**src/ring_node_pkg.sv**
```systemverilog
package ring_node_pkg;
   // ******************************************************************
   // geometry
   // ******************************************************************
   localparam int SYM_W = 42;
   localparam int LANES = 6;
   localparam int BEATS = 7;
   localparam logic [2:0] LAST_BEAT = 3'h6;
   localparam int TYPE_LSB = 40;
   localparam int CHECK_LSB = 32;
   localparam int ID_W = 4;
   localparam logic [ID_W-1:0] MASTER_ID = 4'h0;
   // ******************************************************************
   // client type codes
   // ******************************************************************
   localparam logic [1:0] TYPE_NULL = 2'h0;
   localparam logic [1:0] TYPE_HEAD = 2'h1;
   localparam logic [1:0] TYPE_DATA = 2'h2;
   localparam logic [1:0] TYPE_FRAME = 2'h3;
   // ******************************************************************
   // timing
   // ******************************************************************
   localparam int CLOCK_MHZ = 100;
   localparam int LOSS_NS = 1000;
   localparam int LOSS_CYCLES = LOSS_NS * CLOCK_MHZ / 1000;
   localparam int INIT_SYMBOLS = 4;
   // ******************************************************************
   // register map
   // ******************************************************************
   localparam logic [7:0] STATUS_ADDR = 8'h00;
   localparam logic [7:0] MASK_ADDR = 8'h04;
   localparam logic [7:0] NODE_ADDR = 8'h08;
   localparam logic [7:0] RXSYM_ADDR = 8'h0c;
   localparam int EV_W = 3;
   localparam int EV_RX = 0;
   localparam int EV_INIT = 1;
   localparam int EV_FAIL = 2;
   localparam logic [EV_W-1:0] MASK_RESET = 3'h0;
   // ******************************************************************
   // node state
   // ******************************************************************
   typedef enum logic [1:0] {
      idle_s = 2'h0,
      init_s = 2'h1,
      run_s = 2'h3,
      fail_s = 2'h2
   } node_state_t;
endpackage : ring_node_pkg

```
**src/ring_node_control_clocking.sv**
```systemverilog
`timescale 1ns/10ps
// What this block does
// RULE1: leaving reset starts the initialization sequence.
// RULE2: a detected failure raises the failure output, held until reset.
// RULE3: with pipelining off, type and symbol at both client ports align.
// RULE4: with pipelining on, receive type leads receive symbol by a clock.
// RULE5: with pipelining on, the client's transmit type trails its symbol.
// RULE6: ring master select gives node id 0 and leads ring initialization.
// RULE7: clock source select picks local ring clock or upstream clock.
// RULE8: the system runs the local ring clock only when it is selected.
// RULE9: the locked clock output follows the selected ring clock.
// RULE10: each 42-bit symbol arrives over six upstream lanes, reassembled.
// RULE11: downstream clock comes from the ring clock, lanes change with it.
// RULE12: each 42-bit symbol leaves over six downstream lanes.
module ring_node_control_clocking (
   // clock and reset
   input wire logic clock,
   input wire logic reset,
   // strap and control pins
   input wire logic ring_master_select,
   input wire logic clock_source_select,
   input wire logic pipeline_select,
   output logic failure_out,
   // ring clocks
   input wire logic local_ring_clock_in,
   input wire logic upstream_link_clock,
   output logic locked_clock_output,
   // ring lanes
   input wire logic [5:0] upstream_sub_symbol_lanes,
   output logic downstream_link_clock,
   output logic [5:0] downstream_sub_symbol_lanes,
   // client transmit port
   input wire logic [1:0] tx_type,
   input wire logic [31:0] tx_symbol,
   output logic tx_ok,
   // client receive port
   output logic [1:0] rx_type,
   output logic [31:0] rx_symbol,
   // register port
   input wire logic [7:0] reg_addr,
   input wire logic [31:0] reg_wdata,
   input wire logic reg_write,
   input wire logic reg_read,
   output logic [31:0] reg_rdata,
   output logic irq
);
   // ******************************************************************
   // state
   // ******************************************************************
   typedef struct packed {
      logic [2:0] lrc_sync;
      logic [2:0] up_sync;
      logic [5:0] lane_s1;
      logic [5:0] lane_s2;
      logic [1:0] pipe_sync;
      logic [1:0] master_sync;
      logic [1:0] csrc_sync;
      ring_node_pkg::node_state_t state;
      logic master;
      logic [3:0] node_id;
      logic [2:0] init_cnt;
      logic [7:0] loss_cnt;
      logic [2:0] up_beat;
      logic [41:0] up_sym;
      logic [31:0] last_sym;
      logic [2:0] dn_beat;
      logic [41:0] dn_sym;
      logic [5:0] dn_lanes;
      logic dn_clk;
      logic lock_clk;
      logic pend_valid;
      logic [41:0] pend;
      logic [31:0] tx_sym_d;
      logic tx_ok;
      logic [1:0] rx_type;
      logic [31:0] rx_sym;
      logic rx_late;
      logic [31:0] rx_late_sym;
      logic failure;
      logic [2:0] status;
      logic [2:0] mask;
      logic [31:0] rdata;
      logic irq;
   } node_regs_t;

   node_regs_t r;
   node_regs_t n;

   localparam logic [7:0] LOSS_LIMIT = 8'(ring_node_pkg::LOSS_CYCLES);
   localparam logic [2:0] INIT_LAST = 3'(ring_node_pkg::INIT_SYMBOLS - 1);

   // ******************************************************************
   // symbol helpers
   // ******************************************************************
   function automatic logic [7:0] check_of(input logic [1:0] t,
                                           input logic [31:0] d);
      check_of = d[7:0] ^ d[15:8] ^ d[23:16] ^ d[31:24] ^ {6'h00, t};
   endfunction : check_of

   function automatic logic [41:0] make_sym(input logic [1:0] t,
                                            input logic [31:0] d);
      make_sym = {t, check_of(t, d), d};
   endfunction : make_sym

   // ******************************************************************
   // next state
   // ******************************************************************
   logic ring_level;
   logic ring_prev;
   logic ring_rise;
   logic up_done;
   logic [41:0] got;
   logic got_ok;
   logic [1:0] got_type;
   logic [1:0] eff_type;
   logic [31:0] eff_sym;
   logic take_tx;
   logic [2:0] ev;

   always_comb begin
      n = r;
      ev = 3'h0;
      take_tx = 1'b0;
      // pins from outside pass two flops before use
      n.lrc_sync = {r.lrc_sync[1:0], local_ring_clock_in};
      n.up_sync = {r.up_sync[1:0], upstream_link_clock};
      n.lane_s1 = upstream_sub_symbol_lanes;
      n.lane_s2 = r.lane_s1;
      n.pipe_sync = {r.pipe_sync[0], pipeline_select};
      n.master_sync = {r.master_sync[0], ring_master_select};
      n.csrc_sync = {r.csrc_sync[0], clock_source_select};

      // local clock is only a source while selected; idle low otherwise
      if (r.csrc_sync[1]) begin // RULE7 RULE8
         ring_level = r.lrc_sync[1];
         ring_prev = r.lrc_sync[2];
      end else begin
         ring_level = r.up_sync[1];
         ring_prev = r.up_sync[2];
      end
      ring_rise = ring_level & ~ring_prev;

      // outputs track the selected clock, so they are frequency locked
      n.lock_clk = ring_level; // RULE9
      n.dn_clk = ring_level; // RULE11

      // loss of ring clock counts as a failure
      // a stalled ring clock ends in fail_s; only reset recovers from it
      if (ring_rise || r.state == ring_node_pkg::idle_s) begin
         n.loss_cnt = 8'h00;
      end else if (r.loss_cnt != LOSS_LIMIT) begin
         n.loss_cnt = r.loss_cnt + 8'h01;
      end

      // ****************************************************************
      // upstream reassembly, lane bits enter at the high end and shift down
      // ****************************************************************
      up_done = 1'b0;
      got = r.up_sym;
      if (ring_rise) begin // RULE10
         got = {r.lane_s2, r.up_sym[41:6]};
         n.up_sym = got;
         if (r.up_beat == ring_node_pkg::LAST_BEAT) begin
            n.up_beat = 3'h0;
            up_done = 1'b1;
         end else begin
            n.up_beat = r.up_beat + 3'h1;
         end
      end
      got_type = got[41:40];
      got_ok = got[39:32] == check_of(got_type, got[31:0]);
      // keep the last whole symbol for software; the shifter is mid-word
      if (up_done) begin
         n.last_sym = got[31:0];
      end

      // ****************************************************************
      // client transmit pairing
      // ****************************************************************
      // the held copy is the symbol that a late type describes
      n.tx_sym_d = tx_symbol;
      if (r.pipe_sync[1]) begin // RULE5
         eff_type = tx_type;
         eff_sym = r.tx_sym_d;
      end else begin // RULE3
         eff_type = tx_type;
         eff_sym = tx_symbol;
      end
      if (r.state == ring_node_pkg::run_s && r.tx_ok &&
          eff_type != ring_node_pkg::TYPE_NULL) begin
         take_tx = 1'b1;
         n.pend = make_sym(eff_type, eff_sym);
         n.pend_valid = 1'b1;
      end

      // ****************************************************************
      // client receive delivery
      // ****************************************************************
      n.rx_type = ring_node_pkg::TYPE_NULL;
      n.rx_late = 1'b0;
      if (r.rx_late) begin
         n.rx_sym = r.rx_late_sym;
      end
      if (up_done && got_ok && r.state == ring_node_pkg::run_s &&
          got_type != ring_node_pkg::TYPE_NULL) begin
         ev[ring_node_pkg::EV_RX] = 1'b1;
         n.rx_type = got_type;
         if (r.pipe_sync[1]) begin // RULE4
            n.rx_late = 1'b1;
            n.rx_late_sym = got[31:0];
         end else begin // RULE3
            n.rx_sym = got[31:0];
         end
      end

      // ****************************************************************
      // node state
      // ****************************************************************
      unique case (r.state)
         ring_node_pkg::idle_s: begin
            n.state = ring_node_pkg::init_s; // RULE1
            n.init_cnt = 3'h0;
         end
         ring_node_pkg::init_s: begin
            // the strap chain is cleared by reset, so the role is read all
            // through init; the strap must not move until the node runs
            n.master = r.master_sync[1];
            if (r.master_sync[1]) begin // RULE6
               n.node_id = ring_node_pkg::MASTER_ID;
               // master leads: it sends its id frames, then runs
               if (!r.pend_valid && !take_tx) begin
                  n.pend = make_sym(ring_node_pkg::TYPE_FRAME,
                                    {28'h0000000, ring_node_pkg::MASTER_ID});
                  n.pend_valid = 1'b1;
                  if (r.init_cnt == INIT_LAST) begin
                     n.state = ring_node_pkg::run_s;
                     ev[ring_node_pkg::EV_INIT] = 1'b1;
                  end else begin
                     n.init_cnt = r.init_cnt + 3'h1;
                  end
               end
            end else if (up_done && got_ok &&
                         got_type == ring_node_pkg::TYPE_FRAME) begin
               // take the next id after the sender and pass it on
               n.node_id = got[3:0] + 4'h1;
               n.pend = make_sym(ring_node_pkg::TYPE_FRAME,
                                 {28'h0000000, got[3:0] + 4'h1});
               n.pend_valid = 1'b1;
               n.state = ring_node_pkg::run_s;
               ev[ring_node_pkg::EV_INIT] = 1'b1;
            end
         end
         ring_node_pkg::run_s: begin
         end
         ring_node_pkg::fail_s: begin
         end
      endcase

      // failure is sticky; only reset leaves fail_s
      if (r.state != ring_node_pkg::idle_s &&
          r.state != ring_node_pkg::fail_s &&
          ((up_done && !got_ok) || r.loss_cnt == LOSS_LIMIT)) begin // RULE2
         n.state = ring_node_pkg::fail_s;
         n.failure = 1'b1;
         ev[ring_node_pkg::EV_FAIL] = 1'b1;
      end

      // ****************************************************************
      // downstream split, lanes move on the same edge as the clock out
      // ****************************************************************
      if (ring_rise) begin // RULE11 RULE12
         n.dn_lanes = r.dn_sym[5:0];
         if (r.dn_beat == ring_node_pkg::LAST_BEAT) begin
            n.dn_beat = 3'h0;
            if (r.pend_valid) begin
               n.dn_sym = r.pend;
               n.pend_valid = take_tx;
            end else begin
               n.dn_sym = make_sym(ring_node_pkg::TYPE_NULL, 32'h00000000);
            end
         end else begin
            n.dn_beat = r.dn_beat + 3'h1;
            n.dn_sym = {6'h00, r.dn_sym[41:6]};
         end
      end
      n.tx_ok = !n.pend_valid && n.state == ring_node_pkg::run_s;

      // ****************************************************************
      // registers: read of status clears it, a new event wins
      // ****************************************************************
      n.rdata = 32'h00000000;
      if (reg_read) begin
         unique case (reg_addr)
            ring_node_pkg::STATUS_ADDR: begin
               n.rdata = {29'h00000000, r.status};
               n.status = 3'h0;
            end
            ring_node_pkg::MASK_ADDR: begin
               n.rdata = {29'h00000000, r.mask};
            end
            ring_node_pkg::NODE_ADDR: begin
               n.rdata = {24'h000000, r.state, r.master, r.failure,
                          r.node_id};
            end
            ring_node_pkg::RXSYM_ADDR: begin
               n.rdata = r.last_sym;
            end
            default: begin
               n.rdata = 32'h00000000;
            end
         endcase
      end
      if (reg_write && reg_addr == ring_node_pkg::MASK_ADDR) begin
         n.mask = reg_wdata[2:0];
      end
      n.status = n.status | ev;
      n.irq = |(n.status & n.mask);
   end

   // ******************************************************************
   // registers
   // ******************************************************************
   always_ff @(posedge clock or posedge reset) begin
      if (reset) begin
         r <= '0;
         r.state <= ring_node_pkg::idle_s; // RULE2
         r.mask <= ring_node_pkg::MASK_RESET;
         r.dn_sym <= 42'h000_0000_0000;
      end else begin
         r <= n;
      end
   end

   // ******************************************************************
   // outputs
   // ******************************************************************
   assign failure_out = r.failure;
   assign locked_clock_output = r.lock_clk;
   assign downstream_link_clock = r.dn_clk;
   assign downstream_sub_symbol_lanes = r.dn_lanes;
   assign tx_ok = r.tx_ok;
   assign rx_type = r.rx_type;
   assign rx_symbol = r.rx_sym;
   assign reg_rdata = r.rdata;
   assign irq = r.irq;
endmodule : ring_node_control_clocking

```
**config.mk**
```make
export PLATFORM = sky130hd
export DESIGN_NAME = ring_node_control_clocking
export DESIGN_NICKNAME = d
export VERILOG_FILES = /design/src/ring_node_pkg.sv /design/src/ring_node_control_clocking.sv
export SDC_FILE = /design/constraint.sdc
export NUM_CORES = 1
export LEC_CHECK = 0
export ABC_AREA = 1
export BUFFER_PORTS_ARGS = -buffer_cell sky130_fd_sc_hd__buf_4
export CAP_MARGIN = 20
export CORE_MARGIN = 3
export CORE_UTILIZATION = 50
export CTS_CLUSTER_SIZE = 30
export DETAILED_ROUTE_END_ITERATION = 10
export GPL_ROUTABILITY_DRIVEN = 0
export PLACE_DENSITY = 0.75
export SLEW_MARGIN = 25
export SYNTH_ARGS = -nofsm -noshare
export SYNTH_HDL_FRONTEND = slang
export SYNTH_SLANG_ARGS = --single-unit
```
**constraint.sdc**
```tcl
create_clock -name clock -period 13.04 [get_ports clock]
set_input_delay 0 -clock clock [delete_from_list [all_inputs] [get_ports clock]]
set_output_delay 0 -clock clock [all_outputs]
set_load 0.1 [all_outputs]
```
==> reports/results.tsv, run 1 <==
metric	value	unit
outcome	finished clean	
rsz0062_at_grt	false	
max_clock_freq	191.9	MHz
rr_worst_depth	18	
final-max-slew-violation-count	0	
synth_fp_nets	1909	
endpoint_kind	flip-flop	
cap_viol_max_count	0	
htree_levels	2	
p_leak	9.014	nW
cts_tree	done	
fp.dieW	183.5	microns
hold_path_depth	5	
hold_viol	0	
clock_sinks	354	
multi_input_area	5316	sq um
dr.first_iter.drc_count	1136	
grt_first_pass_wirelength	60910	microns
wire_per_inst	15.93	microns
netlist.area_leader.share	56.24	%
drive_above_1_share	12.58	%
p_clk_share	34.6	%
ys_ff_latch	354	
track_usage	22.20	%
fin_crit_sh	39.96	%
cts_made_buffers	38	
slew_headroom	34.14	%
place_hpwl	23840	microns
ioPinCount	166	
pre_cts_slack	7.895	ns
p_per_area	166.7	nW/um^2
critPathRequiredTime	13.48	ns
yosys.area.top_type	dfrtp_1	
start_kind	flip-flop	
power_frac_seq	43.7	%
seq_area	8864	sq um
synthTopCellsByCount	nand2_1 (476), dfrtp_1 (354), o21ai_0 (183)	
vias	12310	
grt_pass1_vias	11960	
synth_edf_count	0	
syn2layout_area_growth	16.94	%
synthFlopType	dfrtp_1	
finalSetupViolations	0	
avgViaCountPerCell	5.268	
clkTransAtPathRegs	0.06	ns
global_route.overflow_total	0	
setup-tns-final	0	ns
io_buffers	136	
skew	0.02582	ns
internal_power	2.093	mW
grt_max_degree	203	
nets	2007	
drc	0	
synth_area_per_cell	8.679	sq um
power_switching	0.9780	mW
synth-async-reset-ratio	100.0	%
cts_root_buffer	clkbuf_16	
post-route-util	59.75	%
cp.arrival	5.65	ns
ys_seq_area_share	56.24	%
ctsResizeCount	0	
synth_cells	1815	
fillers	2512	
p_sw_share	31.84	%
num_antenna_cells	0	
drt.antenna.violating_nets	0	
ir_drop	0.09176	mV
design_area	18420	sq um
pwr-share-comb	21.6	%
yosys_warnings	0	
ys_types	40	
yosysMostFrequentCell	nand2_1	
rows	64	
die_y	183.5	microns
dieArea	33670	sq um
period_needed	5.210	ns
floorplan.initialDensity	51.10	%
core-area	30830	sq um
tightest_slew	0.9879	ns
cts_buffer_depth	3	
insertion_delay	0.52	ns
timing.hold.ws	0.08117	ns
post_dp_cell_area	16470	sq um
hold_class	in2reg	
syn_area	15750	sq um
synth.area.top_cells	dfrtp_1 (56%), nand2_1 (11%), o21ai_0 (5.8%)	
antenna_found_initial	0	
first_pass_iters	6	
timing.final.ws_setup	7.830	ns
critPathMaxFanout	73	
critical_path_class	reg2reg	
wirelength	37220	microns
routing by layer:
layer	wire length (microns)	vias up	share of wire, %	GRT usage, %
li1	-	5897	-	-
met1	17580	5899	47	33.54
met2	16510	439	44	33.69
met3	2287	70	6.1	3.463
met4	845	0	2.3	6.155
met5	0	-	0	0
cell type report:
cell class / instances / area share [%]
repair buffers: 213 / 9.849
clock buffers: 51 / 5.977
clock inverters: 16 / 0.7811
multi-input cells: 1125 / 28.86
flip-flops and latches: 354 / 48.12
well taps: 396 / 2.690
inverters: 181 / 3.729
worst max-delay path: stages (launching register included):
cell and delay, ns:
dfrtp_1 0.40, nand2_1 0.09, nand2_2 0.52, nand2_4 0.81
buf_4 0.72, inv_2 0.32, or2_0 0.29, o21ai_1 0.16
inv_2 0.08, nand3_1 0.10, nand2_1 0.06, nor2_1 0.10
nand2_1 0.08, nor2_2 0.17, nand4_2 0.22, nor2_4 0.13
buf_4 0.53, nand2_1 0.13, o21ai_1 0.11
cells in the final DEF (no fill, tap or decap), types with 3 or more instances in the layout:
cell and count:
nor2_2 3, clkinv_2 10, dlygate4sd3_1 65, a31oi_1 4, o22ai_1 9, dfrtp_1 352, nor2_1 138, nor4_1 7
xor2_1 7, nand2_1 476, mux2i_1 28, inv_1 174, nand4_1 4, nor2_4 4, ha_1 5, inv_2 6
xnor2_1 20, nor3_1 4, clkbuf_8 8, mux2_2 3, or2_2 5, o21ai_1 41, nand3b_1 3, a21oi_1 70
a32o_1 4, buf_4 145, nand3_1 91, o21ai_0 183, clkbuf_16 39, clkbuf_1 4
state kept, by name, indices dropped and copies added, names as in the netlist:
signal / flops
locked_clock_output: 1
rx_symbol: 32
rx_type: 2
r: 265
n: 13
tx_ok: 1
downstream_sub_symbol_lanes: 6
failure_out: 1
reg_rdata: 32
irq: 1
path summary, 6_finish.rpt:
path                                          end  slack (ns)             start
setup reg to reg           rx_symbol[6]$_DFF_PP0_        7.83  r[332]$_DFF_PP0_
setup / recovery           rx_symbol[6]$_DFF_PP0_        7.83  r[332]$_DFF_PP0_
hold / removal                      irq$_DFF_PP0_        0.08         reg_write
max in group asynchronous         r[72]$_DFF_PP0_       10.58             reset
hold reg to reg                  n[354]$_DFF_PP0_        0.35  n[353]$_DFF_PP0_
min in group asynchronous  reg_rdata[1]$_DFF_PP0_        0.13             reset
power groups by stage:
stage	registers (mW)	clock network [mW]	logic, mW
floorplan	1.34	0	0.487
global placement	1.35	0	0.620
detailed placement	1.36	0	0.640
CTS	1.34	1.08	0.659
global route	1.36	1.13	0.752
finish	1.34	1.06	0.665
kinds of logic after synthesis:
family          synth area share [%]
buf+inv                        10.21
compound gates                 10.51
simple gates                   19.15
xor+xnor                       1.501
fa+ha+maj                     0.3971
mux                            1.994
flops                          56.24
timing repair:
item / 4_1_cts / 5_1_grt
hold buffers: 65 / 0
setup buffers: 0 / 0
hold endpoints to repair: 175 / 0
through the flow:
step           total power [mW]  cells
3_5_place_dp              1.999   2202
4_1_cts                   3.083   2334
6_report                  3.071   2336
3_3_place_gp              1.974   2202
5_1_grt                   3.238   2336
2_1_floorplan             1.823   1815
Power figures use the tool's default switching activity.
==> run 2, diff against run 1 <==
==> constraint.sdc (replaced) <==
create_clock -name clock -period 5.2 [get_ports clock]
set_input_delay 0 -clock clock [delete_from_list [all_inputs] [get_ports clock]]
set_output_delay 0 -clock clock [all_outputs]
set_load 0.1 [all_outputs]
==> reports/results.tsv, run 2 (synthesized netlist as in run 1, its figures left out) <==
metric	value	unit	change
outcome	finished clean		unchanged
finalSetupViolations	0		unchanged
antenna_found_initial	0		unchanged
fillers	2591		was 2512
slew_headroom	30.43	%	was 34.14%
fp.dieW	183.5	microns	unchanged
p_clk_share	34.4	%	was 34.6%
crit_start	r[332]$_DFF_PP0_		unchanged
rr_worst_depth	20		was 18
setup-tns-final	0	ns	unchanged
drive_above_1_share	12.43	%	was 12.58%
critPathMaxStageDelay	0.66	ns	was 0.81 ns
pre_cts_slack	1.380	ns	was 7.895 ns
post-cts-setup-buffer-count	0		unchanged
power_frac_seq	44.0	%	was 43.7%
crit_end	r[172]$_DFF_PP0_		was rx_symbol[6]$_DFF_PP0_
dr.first_iter.drc_count	1129		was 1136
layout.cells.non_filler	2327		was 2336
first_pass_iters	5		was 6
critPathRequiredTime	5.66	ns	was 13.48 ns
slowest_stage	nand2_4		unchanged
max_clock_freq	252.4	MHz	was 191.9 MHz
timing.hold.ws	0.02288	ns	was 0.08117 ns
io_buffers	136		unchanged
drt.antenna.violating_nets	0		unchanged
final_cell_mix	nand2_1 (476), dfrtp_1 (352), o21ai_0 (183), inv_1 (174), buf_4 (146)		was nand2_1 (476), dfrtp_1 (352), o21ai_0 (183), inv_1 (174), buf_4 (145)
clock_sinks	354		unchanged
avgViaCountPerCell	5.220		was 5.268
dieArea	33670	sq um	unchanged
cp_num_buf_inv	6		was 4
wire_per_inst	16.01	microns	was 15.93 microns
dp_cells	2205		was 2202
pwr-share-comb	21.6	%	about the same
cts_root_buffer	clkbuf_16		unchanged
ir_drop	0.2642	mV	was 0.09176 mV
critical_path_class	reg2reg		unchanged
reg2reg_slack	1.24	ns	was 7.83 ns
endpoint_kind	flip-flop		unchanged
power_switching	2.425	mW	was 0.9780 mW
num_antenna_cells	0		unchanged
htree_levels	2		unchanged
grt_pass1_vias	11820		was 11960
cts_tree	done		unchanged
hold_class	in2reg		unchanged
crit_family	simple AND/OR/NAND/NOR gates		unchanged
fin_total_pwr	7.655	mW	was 3.071 mW
final-max-slew-violation-count	0		unchanged
internal_power	5.230	mW	was 2.093 mW
rows	64		unchanged
fin_crit_sh	76.18	%	was 39.96%
p_sw_share	31.68	%	was 31.84%
path_depth	20		was 18
place_hpwl	24060	microns	was 23840 microns
skew	0.01453	ns	was 0.02582 ns
die_y	183.5	microns	unchanged
syn2layout_area_growth	16.24	%	was 16.94%
cts_buffer_depth	3		unchanged
global_route.overflow_total	0		unchanged
nets	2000		was 2007
clkTransAtPathRegs	0.06	ns	about the same
layout_commonest_cell	nand2_1		unchanged
tightest_slew	1.044	ns	was 0.9879 ns
vias	12150		was 12310
path_cells	inv_2, nand2_1, nand2_2, nand2_4, inv_2, or2_0, o21ai_1, inv_2, nand3_1, nand2_1, nor2_1, nand2_1, nor2_2, nand4_1, nand2_1, buf_4, inv_1, nand2_1, nand2_1, inv_1		was nand2_1, nand2_2, nand2_4, buf_4, inv_2, or2_0, o21ai_1, inv_2, nand3_1, nand2_1, nor2_1, nand2_1, nor2_2, nand4_2, nor2_4, buf_4, nand2_1, o21ai_1
cts_made_buffers	37		was 38
critPathMaxFanout	92		was 73
rsz0062_at_grt	false		unchanged
hold_viol	0		unchanged
top_register	r		unchanged
drc	0		unchanged
start_kind	flip-flop		unchanged
timing.final.ws_setup	1.239	ns	was 7.830 ns
cp.arrival	4.42	ns	was 5.65 ns
core-area	30830	sq um	unchanged
floorplan.initialDensity	51.10	%	unchanged
grt_first_pass_wirelength	60900	microns	was 60910 microns
ioPinCount	166		unchanged
p_leak	8.948	nW	was 9.014 nW
crit_top_cell	nand2_1		unchanged
grt_max_degree	132		was 203
rr_startpoint	r[332]$_DFF_PP0_		unchanged
cap_viol_max_count	0		unchanged
ctsResizeCount	0		unchanged
track_usage	22.24	%	was 22.20%
largest_reg_flops	265		unchanged
p_per_area	418.1	nW/um^2	was 166.7 nW/um^2
reg2reg_to	r[172]$_DFF_PP0_		was rx_symbol[6]$_DFF_PP0_
ctsHoldBuffers	58		was 65
period_needed	3.961	ns	was 5.210 ns
insertion_delay	0.52	ns	about the same
wirelength	37250	microns	was 37220 microns
## run 2: power groups by stage
stage / clock, mW / sequential (mW) / combinational (mW)
floorplan: 0 / 3.35 / 1.22
global placement: 0 / 3.40 / 1.55
detailed placement: 0 / 3.41 / 1.60
CTS: 2.67 / 3.36 / 1.65
global route: 2.79 / 3.41 / 1.88
finish: 2.63 / 3.37 / 1.65
## run 2: worst min path at each step
stage	startpoint	to	slack [ns]	cells after the start
2_1_floorplan	clock_source_select	n[332]$_DFF_PP0_	0.03	0
3_3_place_gp	pipeline_select	n[336]$_DFF_PP0_	0.11	1
3_5_place_dp	upstream_sub_symbol_lanes[5]	n[342]$_DFF_PP0_	0.11	1
4_1_cts	reg_addr[7]	reg_rdata[4]$_DFF_PP0_	0.002	4
5_1_grt	reg_addr[7]	reg_rdata[1]$_DFF_PP0_	0.04	4
6_report	reg_addr[7]	reg_rdata[4]$_DFF_PP0_	0.02	4
## run 2: stage by stage
stage | util (%) | instance area (sq um)
4_1_cts | 59.38 | 18310
6_report | 59.40 | 18310
2_1_floorplan | - | 15760
3_5_place_dp | 53.52 | 16500
3_3_place_gp | 53.52 | 16500
5_1_grt | 59.40 | 18310
## run 2: layout make-up
class | instances | area (sq um) | share of cell area (%)
multi-input cells | 1125 | 5316 | 29.03
clock buffers | 56 | 1150 | 6.279
flip-flops and latches | 354 | 8864 | 48.40
repair buffers | 207 | 1728 | 9.436
inverters | 181 | 683.2 | 3.731
clock inverters | 8 | 75.07 | 0.4100
well taps | 396 | 495.5 | 2.706
## run 2: worst min-delay path, cell delays in order
cell	delay (ns)
buf_4	0.08
nor4_1	0.06
nand3_1	0.28
a21oi_1	0.08
## run 2: routing by layer
| metal | global-route usage (%) | share of wire, % | wire length, microns | up-vias |
|---|---|---|---|---|
| met1 | 33.09 | 46 | 17080 | 5773 |
| met2 | 33.58 | 44 | 16430 | 430 |
| met4 | 6.216 | 2.4 | 900 | 0 |
| li1 | - | - | - | 5885 |
| met3 | 4.393 | 7.6 | 2843 | 59 |
| met5 | 0 | 0 | 0 | - |
